File: src/cag_map.svh
// Constants of the address generation block: offsets, field positions, reset values.
// Assumes inclusion by bare name from the design modules.
`ifndef CAG_MAP_SVH
`define CAG_MAP_SVH

// Reset values
`define CAG_PC_RESET       16'h0000
`define CAG_REG_RESET      8'h00
`define CAG_ADDR_RESET     16'h0000

// Relative branch displacement sign position
`define CAG_DISP_SIGN      7

// Table call: index field in the opcode and table base
`define CAG_TBL_IDX_LSB    1
`define CAG_TBL_IDX_MSB    5
`define CAG_TBL_BASE       16'h0040

// Short direct window: upper seven bits and lowest RAM byte value
`define CAG_SHORT_HI       7'h7f
`define CAG_SHORT_RAM_MIN  8'h20

// Special function register page
`define CAG_SFR_HI         8'hff

// Register pair codes
`define CAG_PAIR_ACC       2'h0
`define CAG_PAIR_CNT       2'h1
`define CAG_PAIR_SEC       2'h2
`define CAG_PAIR_BASE      2'h3

`endif

File: src/cag_pkg.sv
// Types of the address generation block.
// Assumes cag_map.svh alongside for numeric constants.
package cag_pkg;

   // Program counter source chosen by the decoder
   typedef enum logic [2:0] {
      CAG_PC_SEQ,
      CAG_PC_REL,
      CAG_PC_IMM,
      CAG_PC_TABLE,
      CAG_PC_REG
   } cag_pc_mode_type;

   // Operand addressing mode
   typedef enum logic [2:0] {
      CAG_EA_NONE,
      CAG_EA_DIRECT,
      CAG_EA_SHORT,
      CAG_EA_SFR,
      CAG_EA_REG,
      CAG_EA_REG_IND,
      CAG_EA_BASED
   } cag_ea_mode_type;

   // Functional names of the eight general registers, same codes as absolute names
   typedef enum logic [2:0] {
      CAG_R_X,
      CAG_R_A,
      CAG_R_C,
      CAG_R_B,
      CAG_R_E,
      CAG_R_D,
      CAG_R_L,
      CAG_R_H
   } cag_reg_func_type;

   // Functional names of the four register pairs
   typedef enum logic [1:0] {
      CAG_P_ACCUMULATOR_PAIR,
      CAG_P_COUNTER_PAIR,
      CAG_P_SECOND_POINTER_PAIR,
      CAG_P_BASE_POINTER_PAIR
   } cag_pair_func_type;

   // Table call sequencer states
   typedef enum logic [1:0] {
      CAG_ST_IDLE,
      CAG_ST_TBL_LO,
      CAG_ST_TBL_HI
   } cag_state_type;

endpackage
File: src/cag_ea_if.sv
// Carrier between the address generator and its effective address unit.
// Assumes cag_pkg compiled first.
`timescale 1ns/1ps
interface cag_ea_if;
   cag_pkg::cag_ea_mode_type mode;
   logic [7:0]               imm8;
   logic [15:0]              imm16;
   logic [15:0]              base_pair;
   logic [15:0]              pointer_pair;
   logic [15:0]              ea_addr;
   logic                     ea_hs_ram;
   logic                     ea_sfr;

   modport unit (
      input  mode,
      input  imm8,
      input  imm16,
      input  base_pair,
      input  pointer_pair,
      output ea_addr,
      output ea_hs_ram,
      output ea_sfr
   );

   modport user (
      output mode,
      output imm8,
      output imm16,
      output base_pair,
      output pointer_pair,
      input  ea_addr,
      input  ea_hs_ram,
      input  ea_sfr
   );
endinterface

File: src/cag_addr_gen.sv
// Address generator of the 8-bit core: next program counter and operand addresses.
// Assumes a decoder that holds its fields while dec_valid is high and a memory
// read path that answers each read request with one mem_rd_valid pulse.
`timescale 1ns/1ps
`include "cag_map.svh"

// How it works
// - Sequential fetch adds the instruction's byte count to the program counter.
// - Relative target is next address plus displacement sign-extended from bit 7.
// - Unconditional relative branch and taken conditional branches use the relative target; untaken ones take the next address.
// - Immediate call and branch load the 16-bit instruction address into the counter.
// - Table call uses opcode bits 1 to 5 as index; entry loads the counter.
// - Branch table sits at 40H to 7FH; entries may point anywhere.
// - Register branch loads the counter from the accumulator pair.
// - Direct addressing uses the 16-bit instruction immediate as address.
// - Short direct reaches the 256-byte window FE20H to FF1FH with 8 bits.
// - Window FE20H-FEFFH is high-speed RAM, FF00H-FF1FH is special registers.
// - Short direct address bit 8 is clear for 20H-FFH, set for 00H-1FH.
// - Special register addressing puts 8-bit field as low byte above FF00H.
// - A 3-bit code picks one of eight registers; pairs from four.
// - Absolute and functional register names select the same storage.
// - Register indirect uses one of two pointer pairs as address.
// - Based addressing adds zero-extended 8-bit offset to the base pair.
// - Carry out of the based sum is dropped, wrapping in 64 KB.
module cag_addr_gen (
   // Clock and reset
   input  wire logic                        core_clk,
   input  wire logic                        rst,
   // Decoder request
   input  wire logic                        dec_valid,
   output logic                             dec_ready,
   input  wire logic [7:0]                  dec_opcode,
   input  wire logic [2:0]                  dec_len,
   input  wire cag_pkg::cag_pc_mode_type    dec_pc_mode,
   input  wire logic                        dec_branch_taken,
   input  wire logic [7:0]                  dec_relative_displacement,
   input  wire logic [15:0]                 dec_absolute_address_operand,
   input  wire logic [7:0]                  dec_imm8,
   input  wire cag_pkg::cag_ea_mode_type    dec_ea_mode,
   input  wire logic                        dec_use_func,
   input  wire logic                        dec_reg_is_pair,
   input  wire logic [2:0]                  dec_reg_code,
   input  wire cag_pkg::cag_reg_func_type   dec_reg_func,
   input  wire logic [1:0]                  dec_pair_code,
   input  wire cag_pkg::cag_pair_func_type  dec_pair_func,
   input  wire logic                        dec_ptr_sel,
   // General register write port
   input  wire logic                        rf_we,
   input  wire logic [2:0]                  rf_wcode,
   input  wire logic [7:0]                  rf_wdata,
   // Memory read path for the branch table
   output logic                             mem_rd_req,
   output logic [15:0]                      mem_rd_addr,
   input  wire logic                        mem_rd_valid,
   input  wire logic [7:0]                  mem_rd_data,
   // Program counter
   output logic [15:0]                      pc,
   output logic                             pc_update,
   // Operand address result
   output logic                             ea_valid,
   output logic [15:0]                      ea_addr,
   output logic                             ea_hs_ram,
   output logic                             ea_sfr,
   output logic                             ea_is_reg,
   output logic [15:0]                      ea_reg_value
);

   cag_pkg::cag_state_type state_q;
   logic [15:0]            pc_q;
   logic                   pc_update_q;
   logic                   ready_q;
   logic                   rd_req_q;
   logic [15:0]            rd_addr_q;
   logic [7:0]             tbl_lo_q;
   logic [7:0]             regs_q [8];
   logic                   ea_valid_q;
   logic [15:0]            ea_addr_q;
   logic                   ea_hs_ram_q;
   logic                   ea_sfr_q;
   logic                   ea_is_reg_q;
   logic [15:0]            ea_reg_value_q;

   logic                   accept;
   logic [15:0]            seq_pc;
   logic [15:0]            rel_pc;
   logic [15:0]            tbl_addr;
   logic [2:0]             reg_sel;
   logic [1:0]             pair_sel;
   logic [15:0]            pair_val [4];
   logic [15:0]            reg_val;

   cag_ea_if ea_bus ();

   cag_ea_unit u_ea (
      .ea (ea_bus.unit)
   );

   assign accept = dec_valid && ready_q;

   // Next sequential address and relative target, both modulo 16 bits
   assign seq_pc = 16'(pc_q + {13'h0000, dec_len});
   assign rel_pc = 16'(seq_pc + {{8{dec_relative_displacement[`CAG_DISP_SIGN]}},
                                 dec_relative_displacement});

   // Two-byte entry per index inside 40H..7FH
   assign tbl_addr = 16'(`CAG_TBL_BASE
                        + {10'h000, dec_opcode[`CAG_TBL_IDX_MSB:`CAG_TBL_IDX_LSB], 1'b0});

   // Absolute code or functional name, one storage
   assign reg_sel  = dec_use_func ? 3'(dec_reg_func) : dec_reg_code;
   assign pair_sel = dec_use_func ? 2'(dec_pair_func) : dec_pair_code;

   // Pair n is the odd register high, even register low
   generate
      for (genvar p = 0; p < 4; p++) begin : g_pair
         assign pair_val[p] = {regs_q[2*p+1], regs_q[2*p]};
      end
   endgenerate

   assign reg_val = dec_reg_is_pair ? pair_val[pair_sel] : {8'h00, regs_q[reg_sel]};

   // Effective address unit inputs
   assign ea_bus.mode         = dec_ea_mode;
   assign ea_bus.imm8         = dec_imm8;
   assign ea_bus.imm16        = dec_absolute_address_operand;
   assign ea_bus.base_pair    = pair_val[`CAG_PAIR_BASE];
   assign ea_bus.pointer_pair = dec_ptr_sel ? pair_val[`CAG_PAIR_BASE]
                                            : pair_val[`CAG_PAIR_SEC];

   // General registers
   always_ff @(posedge core_clk) begin
      if (rst) begin
         for (int i = 0; i < 8; i++) begin
            regs_q[i] <= `CAG_REG_RESET;
         end
      end else if (rf_we) begin
         regs_q[rf_wcode] <= rf_wdata;
      end
   end

   // Table call sequencer
   always_ff @(posedge core_clk) begin
      if (rst) begin
         state_q <= cag_pkg::CAG_ST_IDLE;
      end else begin
         case (state_q)
            cag_pkg::CAG_ST_IDLE: begin
               if (accept && dec_pc_mode == cag_pkg::CAG_PC_TABLE) begin
                  state_q <= cag_pkg::CAG_ST_TBL_LO;
               end
            end
            cag_pkg::CAG_ST_TBL_LO: begin
               if (mem_rd_valid) begin
                  state_q <= cag_pkg::CAG_ST_TBL_HI;
               end
            end
            cag_pkg::CAG_ST_TBL_HI: begin
               if (mem_rd_valid) begin
                  state_q <= cag_pkg::CAG_ST_IDLE;
               end
            end
            default: begin
               state_q <= cag_pkg::CAG_ST_IDLE;
            end
         endcase
      end
   end

   // Decoder handshake: busy for the table fetch
   always_ff @(posedge core_clk) begin
      if (rst) begin
         ready_q <= 1'b1;
      end else if (accept && dec_pc_mode == cag_pkg::CAG_PC_TABLE) begin
         ready_q <= 1'b0;
      end else if (state_q == cag_pkg::CAG_ST_TBL_HI && mem_rd_valid) begin
         ready_q <= 1'b1;
      end
   end

   // Table read requests, low byte then high byte
   always_ff @(posedge core_clk) begin
      if (rst) begin
         rd_req_q  <= 1'b0;
         rd_addr_q <= `CAG_ADDR_RESET;
         tbl_lo_q  <= `CAG_REG_RESET;
      end else if (accept && dec_pc_mode == cag_pkg::CAG_PC_TABLE) begin
         rd_req_q  <= 1'b1;
         rd_addr_q <= tbl_addr;
      end else if (state_q == cag_pkg::CAG_ST_TBL_LO && mem_rd_valid) begin
         tbl_lo_q  <= mem_rd_data;
         rd_addr_q <= 16'(rd_addr_q + 16'h0001);
      end else if (state_q == cag_pkg::CAG_ST_TBL_HI && mem_rd_valid) begin
         rd_req_q  <= 1'b0;
      end
   end

   // Program counter
   always_ff @(posedge core_clk) begin
      if (rst) begin
         pc_q        <= `CAG_PC_RESET;
         pc_update_q <= 1'b0;
      end else begin
         pc_update_q <= 1'b0;
         if (accept) begin
            case (dec_pc_mode)
               cag_pkg::CAG_PC_SEQ: begin
                  pc_q        <= seq_pc;
                  pc_update_q <= 1'b1;
               end
               cag_pkg::CAG_PC_REL: begin
                  // Not-taken conditional branch falls through
                  pc_q        <= dec_branch_taken ? rel_pc : seq_pc;
                  pc_update_q <= 1'b1;
               end
               cag_pkg::CAG_PC_IMM: begin
                  pc_q        <= dec_absolute_address_operand;
                  pc_update_q <= 1'b1;
               end
               cag_pkg::CAG_PC_REG: begin
                  pc_q        <= pair_val[`CAG_PAIR_ACC];
                  pc_update_q <= 1'b1;
               end
               cag_pkg::CAG_PC_TABLE: begin
                  pc_q <= pc_q;
               end
               default: begin
                  pc_q        <= seq_pc;
                  pc_update_q <= 1'b1;
               end
            endcase
         end else if (state_q == cag_pkg::CAG_ST_TBL_HI && mem_rd_valid) begin
            pc_q        <= {mem_rd_data, tbl_lo_q};
            pc_update_q <= 1'b1;
         end
      end
   end

   // Operand address result
   always_ff @(posedge core_clk) begin
      if (rst) begin
         ea_valid_q     <= 1'b0;
         ea_addr_q      <= `CAG_ADDR_RESET;
         ea_hs_ram_q    <= 1'b0;
         ea_sfr_q       <= 1'b0;
         ea_is_reg_q    <= 1'b0;
         ea_reg_value_q <= `CAG_ADDR_RESET;
      end else begin
         ea_valid_q <= accept && (dec_ea_mode != cag_pkg::CAG_EA_NONE);
         if (accept) begin
            ea_addr_q      <= ea_bus.ea_addr;
            ea_hs_ram_q    <= ea_bus.ea_hs_ram;
            ea_sfr_q       <= ea_bus.ea_sfr;
            ea_is_reg_q    <= (dec_ea_mode == cag_pkg::CAG_EA_REG);
            ea_reg_value_q <= reg_val;
         end
      end
   end

   assign dec_ready    = ready_q;
   assign mem_rd_req   = rd_req_q;
   assign mem_rd_addr  = rd_addr_q;
   assign pc           = pc_q;
   assign pc_update    = pc_update_q;
   assign ea_valid     = ea_valid_q;
   assign ea_addr      = ea_addr_q;
   assign ea_hs_ram    = ea_hs_ram_q;
   assign ea_sfr       = ea_sfr_q;
   assign ea_is_reg    = ea_is_reg_q;
   assign ea_reg_value = ea_reg_value_q;

endmodule

File: src/cag_ea_unit.sv
// Combinational operand effective address unit.
// Assumes the user side registers its results.
`timescale 1ns/1ps
`include "cag_map.svh"
module cag_ea_unit (
   cag_ea_if.unit ea
);

   always_comb begin
      ea.ea_addr   = `CAG_ADDR_RESET;
      ea.ea_hs_ram = 1'b0;
      ea.ea_sfr    = 1'b0;
      case (ea.mode)
         cag_pkg::CAG_EA_DIRECT: begin
            ea.ea_addr = ea.imm16;
         end
         cag_pkg::CAG_EA_SHORT: begin
            // Bit 8 set only for the low 20H values
            ea.ea_addr   = {`CAG_SHORT_HI, (ea.imm8 < `CAG_SHORT_RAM_MIN), ea.imm8};
            ea.ea_hs_ram = (ea.imm8 >= `CAG_SHORT_RAM_MIN);
            ea.ea_sfr    = (ea.imm8 < `CAG_SHORT_RAM_MIN);
         end
         cag_pkg::CAG_EA_SFR: begin
            ea.ea_addr = {`CAG_SFR_HI, ea.imm8};
            ea.ea_sfr  = 1'b1;
         end
         cag_pkg::CAG_EA_REG_IND: begin
            ea.ea_addr = ea.pointer_pair;
         end
         cag_pkg::CAG_EA_BASED: begin
            // Carry out of bit 15 falls off the 16-bit result
            ea.ea_addr = 16'(ea.base_pair + {8'h00, ea.imm8});
         end
         default: begin
            ea.ea_addr = `CAG_ADDR_RESET;
         end
      endcase
   end

endmodule

File: config.mk
export PLATFORM = sky130hd
export DESIGN_NAME = cag_addr_gen
export DESIGN_NICKNAME = d
export VERILOG_FILES = /design/src/cag_pkg.sv /design/src/cag_ea_if.sv /design/src/cag_addr_gen.sv /design/src/cag_ea_unit.sv
export VERILOG_INCLUDE_DIRS = /design/src /design/src/src
export SDC_FILE = /design/constraint.sdc
export NUM_CORES = 1
export LEC_CHECK = 0
export ABC_AREA = 1
export BUFFER_PORTS_ARGS = -buffer_cell sky130_fd_sc_hd__buf_2
export CAP_MARGIN = 20
export CORE_MARGIN = 5
export CORE_UTILIZATION = 35
export CTS_CLUSTER_SIZE = 12
export DETAILED_ROUTE_END_ITERATION = 10
export PLACE_DENSITY_LB_ADDON = 0.05
export RECOVER_POWER = 25
export SLEW_MARGIN = 20
export SYNTH_ARGS = -nofsm -noshare
export SYNTH_HDL_FRONTEND = slang
export SYNTH_HIERARCHICAL = 1
export SYNTH_SLANG_ARGS = --single-unit
File: constraint.sdc
create_clock -name core_clk -period 4.3 [get_ports core_clk]
set_clock_uncertainty 0.2 [all_clocks]
set_input_delay 0.86 -clock core_clk [delete_from_list [all_inputs] [get_ports core_clk]]
set_output_delay 0.86 -clock core_clk [all_outputs]
set_load 0.01 [all_outputs]
==> flow_summary.yaml <==
outcome:
  outcome: "finished, final reports clean"
logic_synthesis:
  yosys-top-cells-area: "edfxtp_1, dfxtp_1, nand2_1"
  syn-mean-instance-area_um2: 6.86
  syn_area_um2: 9690
  synth_mux_area_frac: 0
  ys_ff_latch: 145
  syn_inst: 1412
  synth-simple-area-share: 0.305
  synth_flop_cell: "dfxtp_1"
  synth-edff-count: 64
  synth_most_common_cell: "nand2_1"
  synth_top_family_by_area: "simple AND/OR/NAND/NOR gates"
  synthTopCellsByCount: "nand2_1, nor2_1, inv_1, a21oi_1, dfxtp_1"
  yosysWarnings: 6
  synthArstFlopShare: 0
  synth_top_cell_area_share: 0.198
  synth_fa_ha_area_frac: 0.0410
  synth_nets: 1529
  synth-xor-area-share: 0.0161
  seq_area_frac_synth: 0.366
  synth_area_leader_cell: "edfxtp_1"
  synth_compound_area_frac: 0.184
  ys_types: 54
pwr:
  p_clk_frac: 0.393
  p_comb_frac: 0.212
  power.density_nw_per_um2: 363
  p_sw_mw: 1.41
  p_sw_frac: 0.343
  irDropWorstVdd_v: 0.000211
  seq_power_share: 0.395
  total_power_mw: 4.11
  p_leak_nw: 5.10
  p_int_mw: 2.70
route:
  finalWirelength_um: 36400
  via_count: 9841
  firstDrtPassIters: 5
  drt-vias-per-instance: 5.08
  avgRoutedWirePerCell_um: 18.8
  drtIter0Drc: 708
  drc_errors: 0
  ant_nets: 0
sta:
  min_period_ns: 3.65
  relSlewSlack: 0.212
  fin_ws_ns: 0.648
  rsz0062_at_grt: "no"
  timing.setup.tns_ns: 0
  worstMarginPinSlew_ns: 1.18
  finalHoldViolations: 0
  fin_crit_sh: 0.849
  drv_slew: 0
  finalSetupViolations: 0
  fmax_ghz: 0.274
critical_path:
  r2r_setup_slack_ns: 0.82
  rr_worst_depth: 17
  r2r_end: "pc[7]"
  arrival_ns: 3.78
  crit_start: "dec_len[2]"
  endpoint: "pc[7]"
  crit_path_start_kind: "input port"
  rr_startpoint: "pc[2]"
  worst-setup-path-type: "in -> reg"
  cp_max_fo: 5
  crit_path_end_kind: "flop"
  required_ns: 4.43
min_path:
  hp-start: "ea_reg_value[12]"
  hold_path.class: "reg -> reg"
floorplan:
  coreArea_um2: 27600
  start_util: 0.352
  floorplan.rows: 61
  dieArea_um2: 31100
  chipWidth_um: 176
  die_h_um: 176
  pin_count: 158
grt:
  grt_pass1_vias: 9326
  grt_util_all_layers: 0.230
  grt_overflow: 0
  grt_max_degree: 58
  grt_pass1_wl_um: 55000
  antenna_found_initial: 1
layout:
  largest_register_ffs: 64
  top_register: "regs_q"
  fillCellCount: 2990
  ff_latch_area_um2: 3540
  fin_nets: 1662
  layout-drive-gt1-share: 0.127
  multi_input_area_um2: 5300
  design_area_um2: 11300
  area_delta_synth_final_pct: 16.7
  final_cell_count_no_fill: 1937
cts:
  cts_tree: "yes"
  numCtsBuffers: 17
  ctsResizeCount: 0
  postCtsSetupBuffers: 0
  htreeDepth: 4
  hold_buffers: 0
  root_buffer: "clkbuf_16"
  clk_pin_slew_ns: 0.07
  cts_num_sinks: 145
  cts_buffer_depth: 2
  insertion_delay_ns: 0.43
placed_design:
  dp_cells: 1904
  pre_cts_ws_ns: 0.184
  place_congestion: 0.942
  hpwl_um: 27300
  postPlaceCellArea_um2: 10800
  io_buffers: 154
flow_run:
  drv_cap: 0
-- routing by layer --
metal,part of all wire,GRT usage,wire [um],up-vias
met5,0,0,0,-
met4,0.021,0.0629,763,0
met3,0.050,0.0306,1810,33
met2,0.46,0.372,16700,268
met1,0.47,0.326,17100,4579
li1,-,-,-,4961
-- worst max-delay path, stage by stage --
cell and delay, ns:
buf_2 0.10, ha_1 0.34, nand2_1 0.07, nor2_1 0.09, nor2_1 0.09, nor2_1 0.31
xor2_1 0.30, inv_1 0.08, ha_1 0.33, nand2_1 0.15, inv_1 0.05, a21oi_1 0.13
nand2_1 0.15, or2_2 0.30, nand3_1 0.06, o2111ai_1 0.18, nand2_1 0.12, a21oi_1 0.06
-- worst min path at each step --
stage	end	slack, ns	cells after the start
2_1_floorplan	state_q[0]	0.26	2
3_3_place_gp	ea_reg_value[10]	0.25	2
3_5_place_dp	ea_reg_value[10]	0.26	2
4_1_cts	ea_reg_value[12]	0.27	2
5_1_grt	ea_reg_value[10]	0.29	2
6_report	ea_reg_value[12]	0.27	2
-- stage by stage --
stage	utilization	hold WS [ns]
3_5_place_dp	0.390	0.256
4_1_cts	0.413	0.266
5_1_grt	0.411	0.289
2_1_floorplan	-	0.265
6_report	0.411	0.267
3_3_place_gp	0.390	0.253
-- cell usage in the layout, fill, tap and decap left out, types with 4 or more instances in the layout --
| master | Yosys | final |
|---|---|---|
| o2111ai_1 | 5 | 5 |
| clkinv_1 | 4 | 4 |
| edfxtp_1 | 64 | 64 |
| buf_2 | 12 | 105 |
| a31oi_1 | 12 | 12 |
| dfxtp_1 | 81 | 81 |
| o21ai_0 | 80 | 80 |
| buf_4 | 3 | 8 |
| a221oi_1 | 12 | 12 |
| inv_2 | 18 | 18 |
| or2_1 | 6 | 6 |
| nor2_1 | 252 | 254 |
| o22ai_1 | 19 | 19 |
| o21ai_1 | 65 | 65 |
| xnor2_1 | 4 | 4 |
| o21bai_1 | 7 | 7 |
| nand3_2 | 11 | 11 |
| clkbuf_1 | 28 | 49 |
| inv_1 | 139 | 139 |
| nand3_1 | 69 | 69 |
| clkbuf_16 | 0 | 18 |
| a22oi_2 | 4 | 4 |
| nand2_1 | 312 | 312 |
| nor3_1 | 13 | 13 |
| a21oi_1 | 89 | 89 |
| nand3b_1 | 11 | 11 |
| ha_1 | 27 | 27 |
| inv_8 | 0 | 6 |
| xor2_1 | 12 | 12 |
| nand4_1 | 7 | 7 |
| or2_2 | 4 | 4 |
-- logic make-up after synthesis --
logic type / Yosys count
simple gates: 701
flops: 145
fa+ha+maj: 30
buf+inv: 209
xor+xnor: 17
compound gates: 310
-- final cells by class --
class	instances	area share
flip-flops and latches	145	0.313
well taps	378	0.0418
inverters	161	0.0534
repair buffers	162	0.0680
multi-input cells	1058	0.468
diodes	1	0.000221
clock buffers	19	0.0410
clock inverters	13	0.0139
-- power by group through the flow --
| stage | logic (mW) | clock network, mW | registers [mW] |
|---|---|---|---|
| floorplan | 0.565 | 0 | 1.63 |
| global placement | 0.875 | 0 | 1.65 |
| detailed placement | 0.877 | 0 | 1.65 |
| CTS | 0.881 | 1.65 | 1.62 |
| global route | 0.978 | 1.70 | 1.63 |
| finish | 0.870 | 1.61 | 1.62 |
(Power assumes the default switching activity.)
